### src/logic/sft_pkg.sv
// constants, types and register map of the sdlc frame transmitter
// shared by the design and its bench; no logic here
package sft_pkg;
    // register indices on the plain register port
    localparam logic [2:0] A_CMD = 3'h0;
    localparam logic [2:0] A_RXCFG = 3'h1;
    localparam logic [2:0] A_MODE = 3'h2;
    localparam logic [2:0] A_TXCFG = 3'h3;
    localparam logic [2:0] A_DATA = 3'h4;
    localparam logic [2:0] A_STAT = 3'h5;
    localparam logic [2:0] A_INTCFG = 3'h6;
    // command codes in command_register bits 2:0
    localparam logic [2:0] CMD_ABORT = 3'h1;
    localparam logic [2:0] CMD_RST_EXT = 3'h2;
    localparam logic [2:0] CMD_CHAN_RST = 3'h3;
    localparam logic [2:0] CMD_RST_TXPEND = 3'h5;
    localparam logic [2:0] CMD_RST_CRC = 3'h6;
    localparam logic [2:0] CMD_RST_EOM = 3'h7;
    // status bit positions
    localparam int ST_EMPTY = 0;
    localparam int ST_EOM = 1;
    localparam int ST_TXPEND = 2;
    localparam int ST_EXTPEND = 3;
    // interrupt and wait/ready control bit positions
    localparam int IC_TX_IE = 0;
    localparam int IC_EXT_IE = 1;
    localparam int IC_WR_EN = 2;
    localparam int IC_WR_DMA = 3;
    // line patterns and crc
    localparam logic [7:0] FLAG_PAT = 8'h7e;
    localparam logic [7:0] ABORT_PAT = 8'hff;
    localparam logic [15:0] CRC_POLY_REV = 16'h8408;
    localparam logic [15:0] CRC_PRESET = 16'hffff;
    localparam logic [2:0] STUFF_LIMIT = 3'h5;
    localparam logic [4:0] CHAR_BITS = 5'h08;
    localparam logic [4:0] CRC_BITS = 5'h10;
    localparam logic [7:0] REG_RESET = 8'h00;

    typedef enum logic [4:0] {
        ST_MARK = 5'b00001,
        ST_FLAG = 5'b00010,
        ST_DATA = 5'b00100,
        ST_CRC = 5'b01000,
        ST_ABORT = 5'b10000
    } sft_state_e;

    // transmit_config layout, bit 7 first
    typedef struct packed {
        logic dtr;
        logic [1:0] len;
        logic rsv;
        logic tx_en;
        logic crc_sel;
        logic rts;
        logic crc_en;
    } sft_txcfg_s;

    // length code to bit count: 00 five, 10 six, 01 seven, 11 eight
    function automatic logic [4:0] char_bits(input logic [1:0] code);
        unique case (code)
            2'b00: char_bits = 5'h05;
            2'b10: char_bits = 5'h06;
            2'b01: char_bits = 5'h07;
            default: char_bits = 5'h08;
        endcase
    endfunction : char_bits
endpackage : sft_pkg

### src/logic/sft_transmitter.sv
// sdlc frame transmitter: buffer, shifter, zero insertion, crc, abort
// assumes txc comes from the far side, asynchronous to clk_sys
// Notes on behaviour
// - buffer going full to empty raises transmit interrupt when enabled.
// - data write or reset-pending command clears transmit interrupt pending.
// - no buffer-empty interrupt after enable until first character written.
// - wait toward cpu while buffer full; ready toward dma when empty and transmitter enabled.
// - underrun with end-of-message latch clear sends crc then flags.
// - latch set after reset; underrun with latch set sends flags.
// - host clears latch during frame; device sets it on crc start.
// - during crc, latch shows set and buffer-empty shows clear.
// - after crc and flag load, buffer-empty set and interrupt raised.
// - latch set by underrun raises external/status interrupt.
// - send-abort overrides crc, data or flag immediately.
// - host presets crc to ones; accumulation starts with address.
// - one flag after enable; host waits for more before data.
// - crc enable set before address; crc covers all, sent inverted.
// - disable lets current character finish, then line marks.
// - disable keeps buffer; crc in progress runs 16 bits as flags.
// - characters sent lsb first, short ones right justified.
// - character length taken when moved from buffer to shifter.
// - transmit_config holds dtr, length, enable, crc select, rts, crc enable.
// - receive_config holds receive length and receive controls.
// - line marks when disabled or reset, flags when idle enabled.
// - abort sends eight ones, discards data, then reverts to flags.
// - zero inserted after five ones in data and crc only.
`timescale 1ns/1ps
`default_nettype none
module sft_transmitter (
    input wire logic clk_sys,
    input wire logic rst,
    input wire logic [2:0] reg_addr,
    input wire logic [7:0] reg_wdata,
    input wire logic reg_wr,
    input wire logic reg_rd,
    output logic [7:0] reg_rdata,
    input wire logic txc,
    output logic txd,
    output logic dtr,
    output logic rts,
    output logic tx_int_req,
    output logic ext_int_req,
    output logic cpu_wait,
    output logic dma_ready,
    output logic [7:0] rx_cfg,
    output logic [7:0] mode_cfg
);
    sft_pkg::sft_txcfg_s txcfg_q;
    sft_pkg::sft_state_e st_q, ld_st, sel_st;
    logic [7:0] rxcfg_q, mode_q, intcfg_q, buf_q, rd_q;
    logic [15:0] sh_q, ld_sh, sel_sh, crc_q, crc_nx;
    logic [4:0] bits_q, ld_bits, sel_bits, sent;
    logic [2:0] ones_q;
    logic buf_full_q, eom_q, tx_pend_q, ext_pend_q, abort_req_q, txd_q;
    logic crc_on_q, ld_crc_on, sel_crc_on, txc_m_q, txc_s_q, txc_p_q, tick;
    logic wr_cmd, chan_rst, cmd_abort, stuff, load, go, bit_out, crc_start;
    logic consume, crc_done, seen_wr_q, tx_en;

    assign wr_cmd = reg_wr && reg_addr == sft_pkg::A_CMD;
    assign chan_rst = rst || (wr_cmd && reg_wdata[2:0] == sft_pkg::CMD_CHAN_RST);
    assign cmd_abort = wr_cmd && reg_wdata[2:0] == sft_pkg::CMD_ABORT;
    assign tx_en = txcfg_q.tx_en;

    // txc is foreign: three flops, edge found on the second and third
    always_ff @(posedge clk_sys) begin
        if (rst) begin
            txc_m_q <= 1'b1;
            txc_s_q <= 1'b1;
            txc_p_q <= 1'b1;
        end else begin
            txc_m_q <= txc;
            txc_s_q <= txc_m_q;
            txc_p_q <= txc_s_q;
        end
    end
    // line changes on the falling edge so the far side samples mid-bit
    assign tick = txc_p_q && !txc_s_q;

    // stuffing only in data and live crc
    assign stuff = ones_q == sft_pkg::STUFF_LIMIT
        && (st_q == sft_pkg::ST_DATA || (st_q == sft_pkg::ST_CRC && tx_en));
    assign load = bits_q == 5'h00;
    // abort never waits for a character boundary
    assign go = abort_req_q || (load && !stuff);

    // choice of the next character at a boundary
    always_comb begin
        ld_st = sft_pkg::ST_FLAG;
        ld_sh = {8'h00, sft_pkg::FLAG_PAT};
        ld_bits = sft_pkg::CHAR_BITS;
        ld_crc_on = 1'b0;
        if (abort_req_q) begin
            ld_st = sft_pkg::ST_ABORT;
            ld_sh = {8'h00, sft_pkg::ABORT_PAT};
        end else if (!tx_en) begin
            // line marks once the character is done
            ld_st = sft_pkg::ST_MARK;
            ld_bits = 5'h00;
        end else if (buf_full_q) begin
            // length sampled at the move into the shifter
            ld_st = sft_pkg::ST_DATA;
            ld_sh = {8'h00, buf_q};
            ld_bits = sft_pkg::char_bits(txcfg_q.len);
            ld_crc_on = txcfg_q.crc_en;
        end else if (st_q == sft_pkg::ST_DATA && !eom_q) begin
            // underrun closes the frame; crc goes out inverted
            ld_st = sft_pkg::ST_CRC;
            ld_sh = ~crc_q;
            ld_bits = sft_pkg::CRC_BITS;
        end
    end

    assign sel_st = go ? ld_st : st_q;
    assign sel_sh = go ? ld_sh : sh_q;
    assign sel_bits = go ? ld_bits : bits_q;
    assign sel_crc_on = go ? ld_crc_on : crc_on_q;
    assign sent = sft_pkg::CRC_BITS - sel_bits;
    assign crc_start = tick && go && ld_st == sft_pkg::ST_CRC;
    assign consume = tick && go && ld_st == sft_pkg::ST_DATA;
    assign crc_done = tick && go && !abort_req_q && st_q == sft_pkg::ST_CRC;

    always_comb begin
        if (sel_st == sft_pkg::ST_MARK) begin
            bit_out = 1'b1;
        end else if (sel_st == sft_pkg::ST_CRC && !tx_en) begin
            // crc slot still runs its 16 bits, filled with flag bits
            bit_out = sft_pkg::FLAG_PAT[sent[2:0]];
        end else begin
            bit_out = sel_sh[0];
        end
    end

    // reflected ccitt step, data lsb first
    assign crc_nx = (crc_q >> 1) ^ ((crc_q[0] ^ bit_out) ? sft_pkg::CRC_POLY_REV : 16'h0000);

    // shifter and line
    always_ff @(posedge clk_sys) begin
        if (chan_rst) begin
            st_q <= sft_pkg::ST_MARK;
            sh_q <= 16'h0000;
            bits_q <= 5'h00;
            ones_q <= 3'h0;
            crc_on_q <= 1'b0;
            txd_q <= 1'b1;
        end else if (tick && stuff && !abort_req_q) begin
            txd_q <= 1'b0;
            ones_q <= 3'h0;
        end else if (tick) begin
            st_q <= sel_st;
            crc_on_q <= sel_crc_on;
            txd_q <= bit_out;
            if (sel_st == sft_pkg::ST_MARK) begin
                sh_q <= 16'h0000;
                bits_q <= 5'h00;
            end else begin
                sh_q <= sel_sh >> 1;
                bits_q <= sel_bits - 5'h01;
            end
            if (bit_out && (sel_st == sft_pkg::ST_DATA
                    || (sel_st == sft_pkg::ST_CRC && tx_en))) begin
                ones_q <= ones_q + 3'h1;
            end else begin
                ones_q <= 3'h0;
            end
        end
    end
    assign txd = txd_q;

    // crc accumulator
    always_ff @(posedge clk_sys) begin
        if (chan_rst) begin
            crc_q <= sft_pkg::CRC_PRESET;
        end else if (wr_cmd && reg_wdata[2:0] == sft_pkg::CMD_RST_CRC) begin
            crc_q <= sft_pkg::CRC_PRESET;
        end else if (tick && !(stuff && !abort_req_q)
                && sel_st == sft_pkg::ST_DATA && sel_crc_on) begin
            // data characters loaded into the shifter while crc enable was set
            crc_q <= crc_nx;
        end
    end

    // configuration registers and transmit buffer
    always_ff @(posedge clk_sys) begin
        if (chan_rst) begin
            txcfg_q <= sft_pkg::REG_RESET;
            rxcfg_q <= sft_pkg::REG_RESET;
            mode_q <= sft_pkg::REG_RESET;
            intcfg_q <= sft_pkg::REG_RESET;
            buf_q <= sft_pkg::REG_RESET;
            buf_full_q <= 1'b0;
        end else begin
            if (reg_wr && reg_addr == sft_pkg::A_TXCFG) txcfg_q <= reg_wdata;
            // receive controls kept for the receive side
            if (reg_wr && reg_addr == sft_pkg::A_RXCFG) rxcfg_q <= reg_wdata;
            if (reg_wr && reg_addr == sft_pkg::A_MODE) mode_q <= reg_wdata;
            if (reg_wr && reg_addr == sft_pkg::A_INTCFG) intcfg_q <= reg_wdata;
            if (reg_wr && reg_addr == sft_pkg::A_DATA) begin
                buf_q <= reg_wdata;
                buf_full_q <= 1'b1;
            end else if (cmd_abort) begin
                buf_full_q <= 1'b0;
            end else if (consume) begin
                buf_full_q <= 1'b0;
            end
        end
    end
    assign dtr = txcfg_q.dtr;
    assign rts = txcfg_q.rts;
    assign rx_cfg = rxcfg_q;
    assign mode_cfg = mode_q;

    // status latches; a set in the same cycle as its clear wins
    always_ff @(posedge clk_sys) begin
        if (chan_rst) begin
            eom_q <= 1'b1;
            tx_pend_q <= 1'b0;
            ext_pend_q <= 1'b0;
            abort_req_q <= 1'b0;
            seen_wr_q <= 1'b0;
        end else begin
            if (reg_wr && reg_addr == sft_pkg::A_DATA) seen_wr_q <= 1'b1;
            // set on crc start, cleared by command
            if (crc_start) begin
                eom_q <= 1'b1;
            end else if (wr_cmd && reg_wdata[2:0] == sft_pkg::CMD_RST_EOM) begin
                eom_q <= 1'b0;
            end
            // emptying raises the pending bit; only a real emptying counts
            if ((consume || crc_done) && intcfg_q[sft_pkg::IC_TX_IE]) begin
                tx_pend_q <= 1'b1;
            end else if ((reg_wr && reg_addr == sft_pkg::A_DATA)
                    || (wr_cmd && reg_wdata[2:0] == sft_pkg::CMD_RST_TXPEND)) begin
                // satisfied by data or the reset-pending command
                tx_pend_q <= 1'b0;
            end
            if (crc_start) begin
                ext_pend_q <= 1'b1;
            end else if (wr_cmd && reg_wdata[2:0] == sft_pkg::CMD_RST_EXT) begin
                ext_pend_q <= 1'b0;
            end
            // request held until the next line edge
            if (cmd_abort) begin
                abort_req_q <= 1'b1;
            end else if (tick) begin
                abort_req_q <= 1'b0;
            end
        end
    end
    assign tx_int_req = tx_pend_q;
    assign ext_int_req = ext_pend_q && intcfg_q[sft_pkg::IC_EXT_IE];

    assign cpu_wait = intcfg_q[sft_pkg::IC_WR_EN] && !intcfg_q[sft_pkg::IC_WR_DMA] && buf_full_q;
    assign dma_ready = intcfg_q[sft_pkg::IC_WR_EN] && intcfg_q[sft_pkg::IC_WR_DMA]
        && !buf_full_q && tx_en;

    // read port, data in the following cycle only
    always_ff @(posedge clk_sys) begin
        if (rst || !reg_rd) begin
            rd_q <= 8'h00;
        end else if (reg_addr == sft_pkg::A_STAT) begin
            rd_q <= 8'h00;
            // crc occupies the register, so not empty
            rd_q[sft_pkg::ST_EMPTY] <= !buf_full_q && st_q != sft_pkg::ST_CRC;
            rd_q[sft_pkg::ST_EOM] <= eom_q;
            rd_q[sft_pkg::ST_TXPEND] <= tx_pend_q;
            rd_q[sft_pkg::ST_EXTPEND] <= ext_pend_q;
        end else begin
            rd_q <= 8'h00;
        end
    end
    assign reg_rdata = rd_q;

    // helper: ones run on the line; marking excluded, it may last forever
    localparam logic [3:0] ABORT_RUN_MIN = 4'h7;
    localparam logic [3:0] ABORT_RUN_MAX = 4'hd;
    logic [3:0] run_q;
    always_ff @(posedge clk_sys) begin
        if (chan_rst || st_q == sft_pkg::ST_MARK) begin
            run_q <= 4'h0;
        end else if (tick && !txd_q) begin
            run_q <= 4'h0;
        end else if (tick && run_q != 4'hf) begin
            run_q <= run_q + 4'h1;
        end
    end

    eom_after_reset_a: assert property (@(posedge clk_sys) !rst && $past(chan_rst) |-> eom_q)
        else $error("latch not set after reset");
    crc_status_a: assert property (@(posedge clk_sys) disable iff (rst)
        st_q == sft_pkg::ST_CRC && reg_rd && reg_addr == sft_pkg::A_STAT
        |=> reg_rdata[sft_pkg::ST_EOM] && !reg_rdata[sft_pkg::ST_EMPTY])
        else $error("crc status wrong");
    mark_idle_a: assert property (@(posedge clk_sys) disable iff (rst)
        st_q == sft_pkg::ST_MARK |-> txd_q)
        else $error("line not marking");
    abort_start_a: assert property (@(posedge clk_sys) disable iff (rst)
        cmd_abort && !chan_rst |-> ##[1:14] st_q == sft_pkg::ST_ABORT)
        else $error("abort not started");
    first_int_a: assert property (@(posedge clk_sys) disable iff (rst)
        !seen_wr_q |-> !tx_pend_q)
        else $error("interrupt before first write");
    stuff_zero_a: assert property (@(posedge clk_sys) disable iff (rst)
        tick && stuff && !abort_req_q |=> !txd_q)
        else $error("zero not inserted");
    ext_on_crc_a: assert property (@(posedge clk_sys) disable iff (chan_rst)
        crc_start |=> ext_pend_q && eom_q)
        else $error("underrun status missing");
    pend_clear_a: assert property (@(posedge clk_sys) disable iff (chan_rst)
        wr_cmd && reg_wdata[2:0] == sft_pkg::CMD_RST_TXPEND && !consume && !crc_done
        |=> !tx_pend_q)
        else $error("pending not cleared");
    tx_int_a: assert property (@(posedge clk_sys) disable iff (rst)
        $rose(tx_pend_q) |-> $past(consume || crc_done))
        else $error("interrupt without emptying");
    crc_frame_c: cover property (@(posedge clk_sys) disable iff (rst) crc_done);
    abort_c: cover property (@(posedge clk_sys) disable iff (rst)
        tick && abort_req_q && st_q == sft_pkg::ST_DATA);
    flag_fill_c: cover property (@(posedge clk_sys) disable iff (rst)
        tick && load && eom_q && st_q == sft_pkg::ST_DATA && !buf_full_q && tx_en);
    abort_run_a: assert property (@(posedge clk_sys) disable iff (rst)
        run_q <= ABORT_RUN_MAX)
        else $error("too many ones on the line");
    abort_len_a: assert property (@(posedge clk_sys) disable iff (rst)
        tick && load && st_q == sft_pkg::ST_ABORT |-> run_q >= ABORT_RUN_MIN && txd_q)
        else $error("abort too short");
    crc_end_a: assert property (@(posedge clk_sys) disable iff (chan_rst)
        crc_done && intcfg_q[sft_pkg::IC_TX_IE] |=> tx_pend_q)
        else $error("no interrupt after crc");
    disable_mark_a: assert property (@(posedge clk_sys) disable iff (rst)
        tick && load && !stuff && !abort_req_q && !tx_en |=> st_q == sft_pkg::ST_MARK)
        else $error("line not marking after disable");
    short_char_c: cover property (@(posedge clk_sys) disable iff (rst)
        consume && txcfg_q.len == 2'b00);
    crc_as_flag_c: cover property (@(posedge clk_sys) disable iff (rst)
        tick && st_q == sft_pkg::ST_CRC && !tx_en);
endmodule : sft_transmitter
`default_nettype wire

### config.mk
export PLATFORM = sky130hd
export DESIGN_NAME = sft_transmitter
export DESIGN_NICKNAME = d
export VERILOG_FILES = /design/src/logic/sft_pkg.sv /design/src/logic/sft_transmitter.sv
export SDC_FILE = /design/constraint.sdc
export NUM_CORES = 1
export LEC_CHECK = 0
export BUFFER_PORTS_ARGS = -buffer_cell sky130_fd_sc_hd__buf_4
export CORE_AREA = 8 8 118 120
export CTS_BUF_LIST = sky130_fd_sc_hd__clkbuf_8
export CTS_CLUSTER_DIAMETER = 120
export DETAILED_ROUTE_END_ITERATION = 8
export DIE_AREA = 0 0 126 128
export PLACE_DENSITY_LB_ADDON = 0.12
export SLEW_MARGIN = 40
export SYNTH_ARGS = -nofsm -noshare
export SYNTH_HDL_FRONTEND = slang
export SYNTH_SLANG_ARGS = --single-unit
### constraint.sdc
create_clock -name clk_sys -period 3.5 [get_ports clk_sys]
set_clock_uncertainty 0.05 [all_clocks]
set_input_delay 0.875 -clock clk_sys [delete_from_list [all_inputs] [get_ports clk_sys]]
set_output_delay 0.875 -clock clk_sys [all_outputs]
set_load 0.1 [all_outputs]
==> results of run 1 <==
[layout make-up]
class / count / share of cell area, %
multi-input cells: 360 / 44.0
clock buffers: 10 / 2.90
flip-flops and latches: 92 / 38.9
inverters: 5 / 0.396
well taps: 150 / 3.96
clock inverters: 6 / 1.48
repair buffers: 50 / 8.45
[routing by layer]
layer / global-route usage [%] / routed length (um) / vias to the layer above
met4: 6.94 / 250 / 0
met2: 21.4 / 5130 / 54
met5: 0 / 0 / -
met1: 17.7 / 5150 / 1678
met3: 2.62 / 353 / 16
li1: - / - / 1736
[sequential cells by signal, indices dropped and copies added (netlist names), 3 cells and up]
signal,flops
st_q,5
rx_cfg,8
mode_cfg,8
bits_q,5
intcfg_q,4
sh_q,15
txcfg_q,3
buf_q,8
ones_q,3
reg_rdata,4
crc_q,16
[path summary, 6_finish.rpt]
check	endpoint	slack, ns	start	cells after the start
worst max register to register	bits_q[4]	0.45	abort_req_q	11
worst min-delay path	txc_s_q	0.38	txc_m_q	1
worst max-delay path	bits_q[4]	0.45	abort_req_q	11
worst min register to register	txc_s_q	0.38	txc_m_q	1
[cells in the final DEF (no fill, tap or decap), types with 3 or more instances in the layout]
cell type                   instances
sky130_fd_sc_hd__nand3_1            7
sky130_fd_sc_hd__ha_1               4
sky130_fd_sc_hd__clkbuf_8          10
sky130_fd_sc_hd__nor4_1             3
sky130_fd_sc_hd__a32oi_1            3
sky130_fd_sc_hd__nand3b_1           3
sky130_fd_sc_hd__nor4b_1            3
sky130_fd_sc_hd__dfxtp_1           92
sky130_fd_sc_hd__mux2i_1           27
sky130_fd_sc_hd__nor3_1             9
sky130_fd_sc_hd__a21oi_1           42
sky130_fd_sc_hd__a221oi_1           7
sky130_fd_sc_hd__and2_1             4
sky130_fd_sc_hd__or2_2              5
sky130_fd_sc_hd__buf_4             48
sky130_fd_sc_hd__conb_1             4
sky130_fd_sc_hd__xnor2_1            5
sky130_fd_sc_hd__or3_1              3
sky130_fd_sc_hd__nand2b_1           6
sky130_fd_sc_hd__o2bb2ai_1          6
sky130_fd_sc_hd__inv_1              4
sky130_fd_sc_hd__nor2_1            63
sky130_fd_sc_hd__nor2b_1            4
sky130_fd_sc_hd__a22oi_1            8
sky130_fd_sc_hd__o21ai_0           16
sky130_fd_sc_hd__nand2_1           90
sky130_fd_sc_hd__xor2_1             4
sky130_fd_sc_hd__and3_1             3
[power by group]
part           switching, mW  leakage (nW)  internal [mW]
logic                  0.141         0.924         0.0546
clock network          0.410         0.101          0.356
registers             0.0112         0.744           1.06
total                  0.562          1.77           1.47
[cells by family (layout without fill, tap and decap cells)]
group | Yosys count | count (layout) | synth area share [%]
and+or+nand+nor | 212 | 212 | 23.4
AOI/OAI and AO/OA | 104 | 104 | 17.3
DFF | 92 | 92 | 45.0
buffers and inverters | 40 | 71 | 4.46
muxes | 27 | 27 | 6.60
xor gates and xnor gates | 9 | 9 | 1.92
adders and majority gates | 4 | 4 | 1.22
other | 1 | 4 | 0.0916
==> impl_results.md, run 1 <==
* Run status: completed
* Clock slew at the register clock pins of the worst setup and hold paths at ~0.10 ns
* Power Dens Cells at around 430 nW/um2
* Full die area at 16100 um2
* Diode count at 0
* Setup violations, final at 0
* WL/cell at 16.2 um
* CTS sink count at between 90 and 100
* Synthesis-to-layout area growth at 15.7%
* Crit end category: flip-flop
* Routed via count divided by cell count at a little over 5
* Final net count at 538
* P_leak at 1.77 nW
* Number of placed instances, taps included at around 660
* Number of DRC violations after detailed-routing iteration 0 at between 150 and 200
* Floorplan row count at 41
* Total track usage at 13.7%
* Placeable core region at between 10000 and 15000 um2
* Maximum buffer depth of the clock tree at 2
* IO Count at between 40 and 50
* Post-synth EDFFs at 0
* Top area cells in the synthesized netlist: sky130_fd_sc_hd__dfxtp_1 45%, sky130_fd_sc_hd__nand2_1 8.2%, sky130_fd_sc_hd__mux2i_1 6.6%
* DP Wirelength at around 7.7 mm
* Cell family contributing the most delay on the critical path: simple AND/OR/NAND/NOR gates
* Ranking of synthesized cells by instance count: 92 x sky130_fd_sc_hd__dfxtp_1, 90 x sky130_fd_sc_hd__nand2_1, 63 x sky130_fd_sc_hd__nor2_1
* Clock tree from TritonCTS: done
* Synthesis warning total at 0
* Fillcell total at 1293
* Antenna violations before repair at 0
* Yosys top cell area share at 45.0%
* Clk Tree Root Cell: sky130_fd_sc_hd__clkbuf_8
* Number of failing hold endpoints at the final stage at 0
* Worst hold slack at 0.376 ns
* Die X-Extent at about 130 um
* Deepest level of the CTS H-tree at 3
* Total vias in the final route at between 3k and 4k
* Post-Route Setup TNS at 0 ns
* CP Data Arrival Time at around 3.3 ns
* Layout cells sized above 1 at between 10% and 20%
* CP Cell Sequence: or4_4, a211oi_4, or2_2, nor3_1, a21oi_1, ha_1, nand2_1, xor2_1, nand2_1, a32oi_1, nor2_1
* Wire length of the first global-routing pass at around 18 mm
* Maximum Capacitance Violations at 0
* Rel. slew slack at between 50% and 60%
* Largest area contributor in the netlist: sky130_fd_sc_hd__dfxtp_1
* Sequential cell area at 1840 um2
* Startpoint type of the worst setup path: flip-flop
* Total chip power at just over 2 mW
* Router iterations before antenna repair at 4
* Initial core utilization at 33.5%
* Count of hold-fix buffers inserted at cts at 0
* Share of the cycle needed by the critical path after routing at between 80 and 90%
* Tmin final at slightly above 3 ns
* Final number of max-transition violations at 0
* Via count of the first global-routing pass at between 3k and 4k
* Worst-margin pin slew at 0.655 ns
* CP Data Required Time at around 3.7 ns
* Flip-flop cell with the highest count after synthesis: sky130_fd_sc_hd__dfxtp_1
* Number of register bits inferred by synthesis at 92
* Final std cells w/o fill at between 600 and 700
* Floorplan die height at 128 um
* Sequential share of the synthesized area at between 40% and 50%
* Average cell area after synthesis at about 8.4 um2
* FMAX at between 300 and 400 MHz
* PortBufs at 42
* Core occupancy in the finished layout at between 30% and 40%
* Number of cells produced by synthesis at 489
* Number of distinct library cell variants in the gate-level netlist after synthesis at 58
* Worst ir drop on vdd at between 200 and 250 uV
* Most frequent cell on the critical path: sky130_fd_sc_hd__nand2_1
* WS Path Type: flip-flop to flip-flop
* Footprint of the multi-input gates at approximately 2100 um2
* Proportion of register bits with asynchronous set or reset after synthesis at 0%
* Overall routed net length at roughly 11 mm
* Setup repair after global routing missed its margin: false
* Top-count cell post-synth: sky130_fd_sc_hd__dfxtp_1
* Worst-case setup slack after placement at roughly 0.50 ns
* Area after DPL at ~4500 um2
* Routability congestion estimate from global placement at roughly 0.80
* Leftover overflow at the end of global routing at 0
* Worst-path cell with the longest stage delay: sky130_fd_sc_hd__or4_4
* Clock network latency to the later pin of the worst-skew pair at ~0.38 ns
* Maximum fanout along the worst path at 22
* Number of buffers inserted during clock tree synthesis at 9
* Post-route DRC violation count at 0
* Post-Layout Inst Area at roughly 4700 um2
* Pin count of the biggest net entering global routing at 28
* Number of gates resized after cts at 0
* Final setup margin at around 0.45 ns
* Post-route antenna net violation count at 0
* Number of buffers and inverters on the critical path at 0
* Hold crit path type: flip-flop to flip-flop
* Post-CTS setup repair buffer count at 0
* Post-synthesis cell area at ~4000 um2
* Longest individual stage delay on the worst path at between 0.5 and 0.6 ns
(Power assumes the default switching activity.)
==> run 2, diff against run 1 <==
==> constraint.sdc (replaced) <==
create_clock -name clk_sys -period 2.8 [get_ports clk_sys]
set_clock_uncertainty 0.05 [all_clocks]
set_input_delay 0.7 -clock clk_sys [delete_from_list [all_inputs] [get_ports clk_sys]]
set_output_delay 0.7 -clock clk_sys [all_outputs]
set_load 0.1 [all_outputs]
==> impl_results.md, run 2 (synthesis results as in run 1) <==
* Run status: completed
* FMAX at 385 MHz (+18%)
* Pin count of the biggest net entering global routing at 46 (+64%)
* Clk Tree Root Cell: sky130_fd_sc_hd__clkbuf_8
* Final number of max-transition violations at 0 (unchanged)
* Registers with the highest flip-flop counts: crc_q (16), sh_q (15)
* Router iterations before antenna repair at 5 (+1)
* Final setup margin at 0.202 ns (-0.243 ns)
* Tmin final at 2.60 ns (-0.457 ns)
* Final net count at 550 (+2.2%)
* Sequential cell area at 1840 um2 (unchanged)
* P_leak at 1.82 nW (+3.1%)
* Post-Layout Inst Area at 4840 um2 (+2.0%)
* Maximum Capacitance Violations at 0 (unchanged)
* Leftover overflow at the end of global routing at 0 (unchanged)
* Antenna violations before repair at 0 (unchanged)
* Startpoint type of the worst setup path: flip-flop
* Floorplan die height at 128 um (unchanged)
* Leading cell types in the layout, fill and taps excluded: 92 x sky130_fd_sc_hd__dfxtp_1, 90 x sky130_fd_sc_hd__nand2_1, 62 x sky130_fd_sc_hd__nor2_1
* Routed via count divided by cell count at 5.06 (-2.3%)
* Number of buffers inserted during clock tree synthesis at 9 (unchanged)
* Core occupancy in the finished layout at 39.6% (+0.79 points)
* Setup repair after global routing missed its margin: false
* Clock network latency to the later pin of the worst-skew pair at 0.37 ns (about the same)
* Largest register by flop count: crc_q
* Worst hold slack at 0.373 ns (-0.00326 ns)
* Maximum buffer depth of the clock tree at 2 (unchanged)
* Most common cell after layout, fill and taps aside: sky130_fd_sc_hd__dfxtp_1
* Placeable core region at 12200 um2 (unchanged)
* Worst Reg-to-Reg Cells at 11 (unchanged)
* Diode count at 0 (unchanged)
* WHS Path Cells at 1 (unchanged)
* CTS sink count at 92 (unchanged)
* Worst-margin pin slew at 0.660 ns (+0.00545 ns)
* Overall routed net length at 10.8 mm (-0.65%)
* Critical register-to-register path startpoint: st_q[1]
* Total chip power at 2.44 mW (+20%)
* WL/cell at 15.8 um (-2.4%)
* Largest register FFs at 16 (unchanged)
* Rel. slew slack at 55.4% (-0.37 points)
* Final std cells w/o fill at 685 (+1.8%)
* Clock slew at the register clock pins of the worst setup and hold paths at 0.10 ns (about the same)
* Post-Route Setup TNS at 0 ns (unchanged)
* Routability congestion estimate from global placement at 0.819 (+2.4%)
* CP Data Arrival Time at 2.79 ns (-0.50 ns)
* WS Path Type: flip-flop to flip-flop
* CP Data Required Time at 2.99 ns (-0.74 ns)
* Hold crit path type: flip-flop to flip-flop
* Endpoint, Worst Hold: txc_s_q
* Post-route DRC violation count at 0 (unchanged)
* Worst R2R Setup Slack at 0.20 ns (-0.24 ns)
* Die X-Extent at 126 um (unchanged)
* Post-route antenna net violation count at 0 (unchanged)
* Power Dens Cells at 504 nW/um2 (+18%)
* Layout cells sized above 1 at 17.8% (+2.5 points)
* R2R Path End: bits_q[4]
* Count of hold-fix buffers inserted at cts at 0 (unchanged)
* Full die area at 16100 um2 (unchanged)
* Post-CTS setup repair buffer count at 0 (unchanged)
* Total vias in the final route at 3465 (-0.55%)
* Crit end category: flip-flop
* Floorplan row count at 41 (unchanged)
* Maximum fanout along the worst path at 10 (-55%)
* Worst ir drop on vdd at 198 uV (-11%)
* Number of DRC violations after detailed-routing iteration 0 at 258 (+33%)
* Via count of the first global-routing pass at 3293 (-3.9%)
* Number of failing hold endpoints at the final stage at 0 (unchanged)
* Total track usage at 13.4% (-0.29 points)
* Deepest level of the CTS H-tree at 3 (unchanged)
* Number of placed instances, taps included at 669 (+1.8%)
* Footprint of the multi-input gates at 2100 um2 (+0.84%)
* Number of gates resized after cts at 0 (unchanged)
* Hold Path Origin: txc_m_q
* Share of the cycle needed by the critical path after routing at 92.8% (+5.5 points)
* Synthesis-to-layout area growth at 18.1%
* Fillcell total at 1266 (-2.1%)
* Setup violations, final at 0 (unchanged)
* IO Count at 47 (unchanged)
* Wire length of the first global-routing pass at 17.3 mm (-2.0%)
* Worst-case setup slack after placement at 0.0405 ns (-0.460 ns)
* DP Wirelength at 7.78 mm (+1.4%)
* Area after DPL at 4640 um2 (+2.3%)
* PortBufs at 42 (unchanged)
* Clock tree from TritonCTS: done
* Initial core utilization at 33.5% (unchanged)
-- run 2: cell types whose count changed in the layout (fill, tap and decap cells not counted), sizes merged --
cell / previous run / this run
buf: 50 / 62
inv: 6 / 8
bufinv: 1 / 0
clkinvlp: 2 / 1
-- run 2: where the power goes --
| part | internal (mW) | switching, mW |
|---|---|---|
| clock | 0.355 | 0.493 |
| combinational | 0.0748 | 0.180 |
| sequential | 1.32 | 0.0104 |
| total | 1.75 | 0.684 |
-- run 2: layer usage --
metal  GRT usage [%]  wire length [um]
met1            17.5              5250
met2            20.2              5090
met3            3.45               379
met4            6.58                96
met5               0                 0
-- run 2: worst max-delay path by stage --
stage	startpoint	to	slack, ns
after floorplan	bits_q[0]	bits_q[4]	0.1
after global placement	bits_q[0]	bits_q[4]	0.16
after detailed placement	bits_q[0]	bits_q[4]	0.04
after CTS	bits_q[0]	bits_q[4]	0.02
after global routing	st_q[1]	bits_q[4]	0.03
final	st_q[1]	bits_q[4]	0.20
-- run 2: area by class of cell --
type	count	area share [%]
Multi-Input combinational cell	360	43.4
Timing Repair Buffer	62	10.4
Sequential cell	92	38.1
Clock buffer	10	2.85
Inverter	5	0.388
Clock inverter	6	0.957
Tap cell	150	3.88
-- run 2: worst max-delay path: stages (launching register included) --
cell and delay [ns]:
sky130_fd_sc_hd__dfxtp_1 0.37, sky130_fd_sc_hd__or4_4 0.59, sky130_fd_sc_hd__a211oi_4 0.21, sky130_fd_sc_hd__or2_4 0.22, sky130_fd_sc_hd__nor3_1 0.07, sky130_fd_sc_hd__a21oi_1 0.19, sky130_fd_sc_hd__ha_2 0.27, sky130_fd_sc_hd__nand2_1 0.07
sky130_fd_sc_hd__xor2_1 0.13, sky130_fd_sc_hd__nand2_1 0.07, sky130_fd_sc_hd__a32oi_1 0.18, sky130_fd_sc_hd__nor2_1 0.06
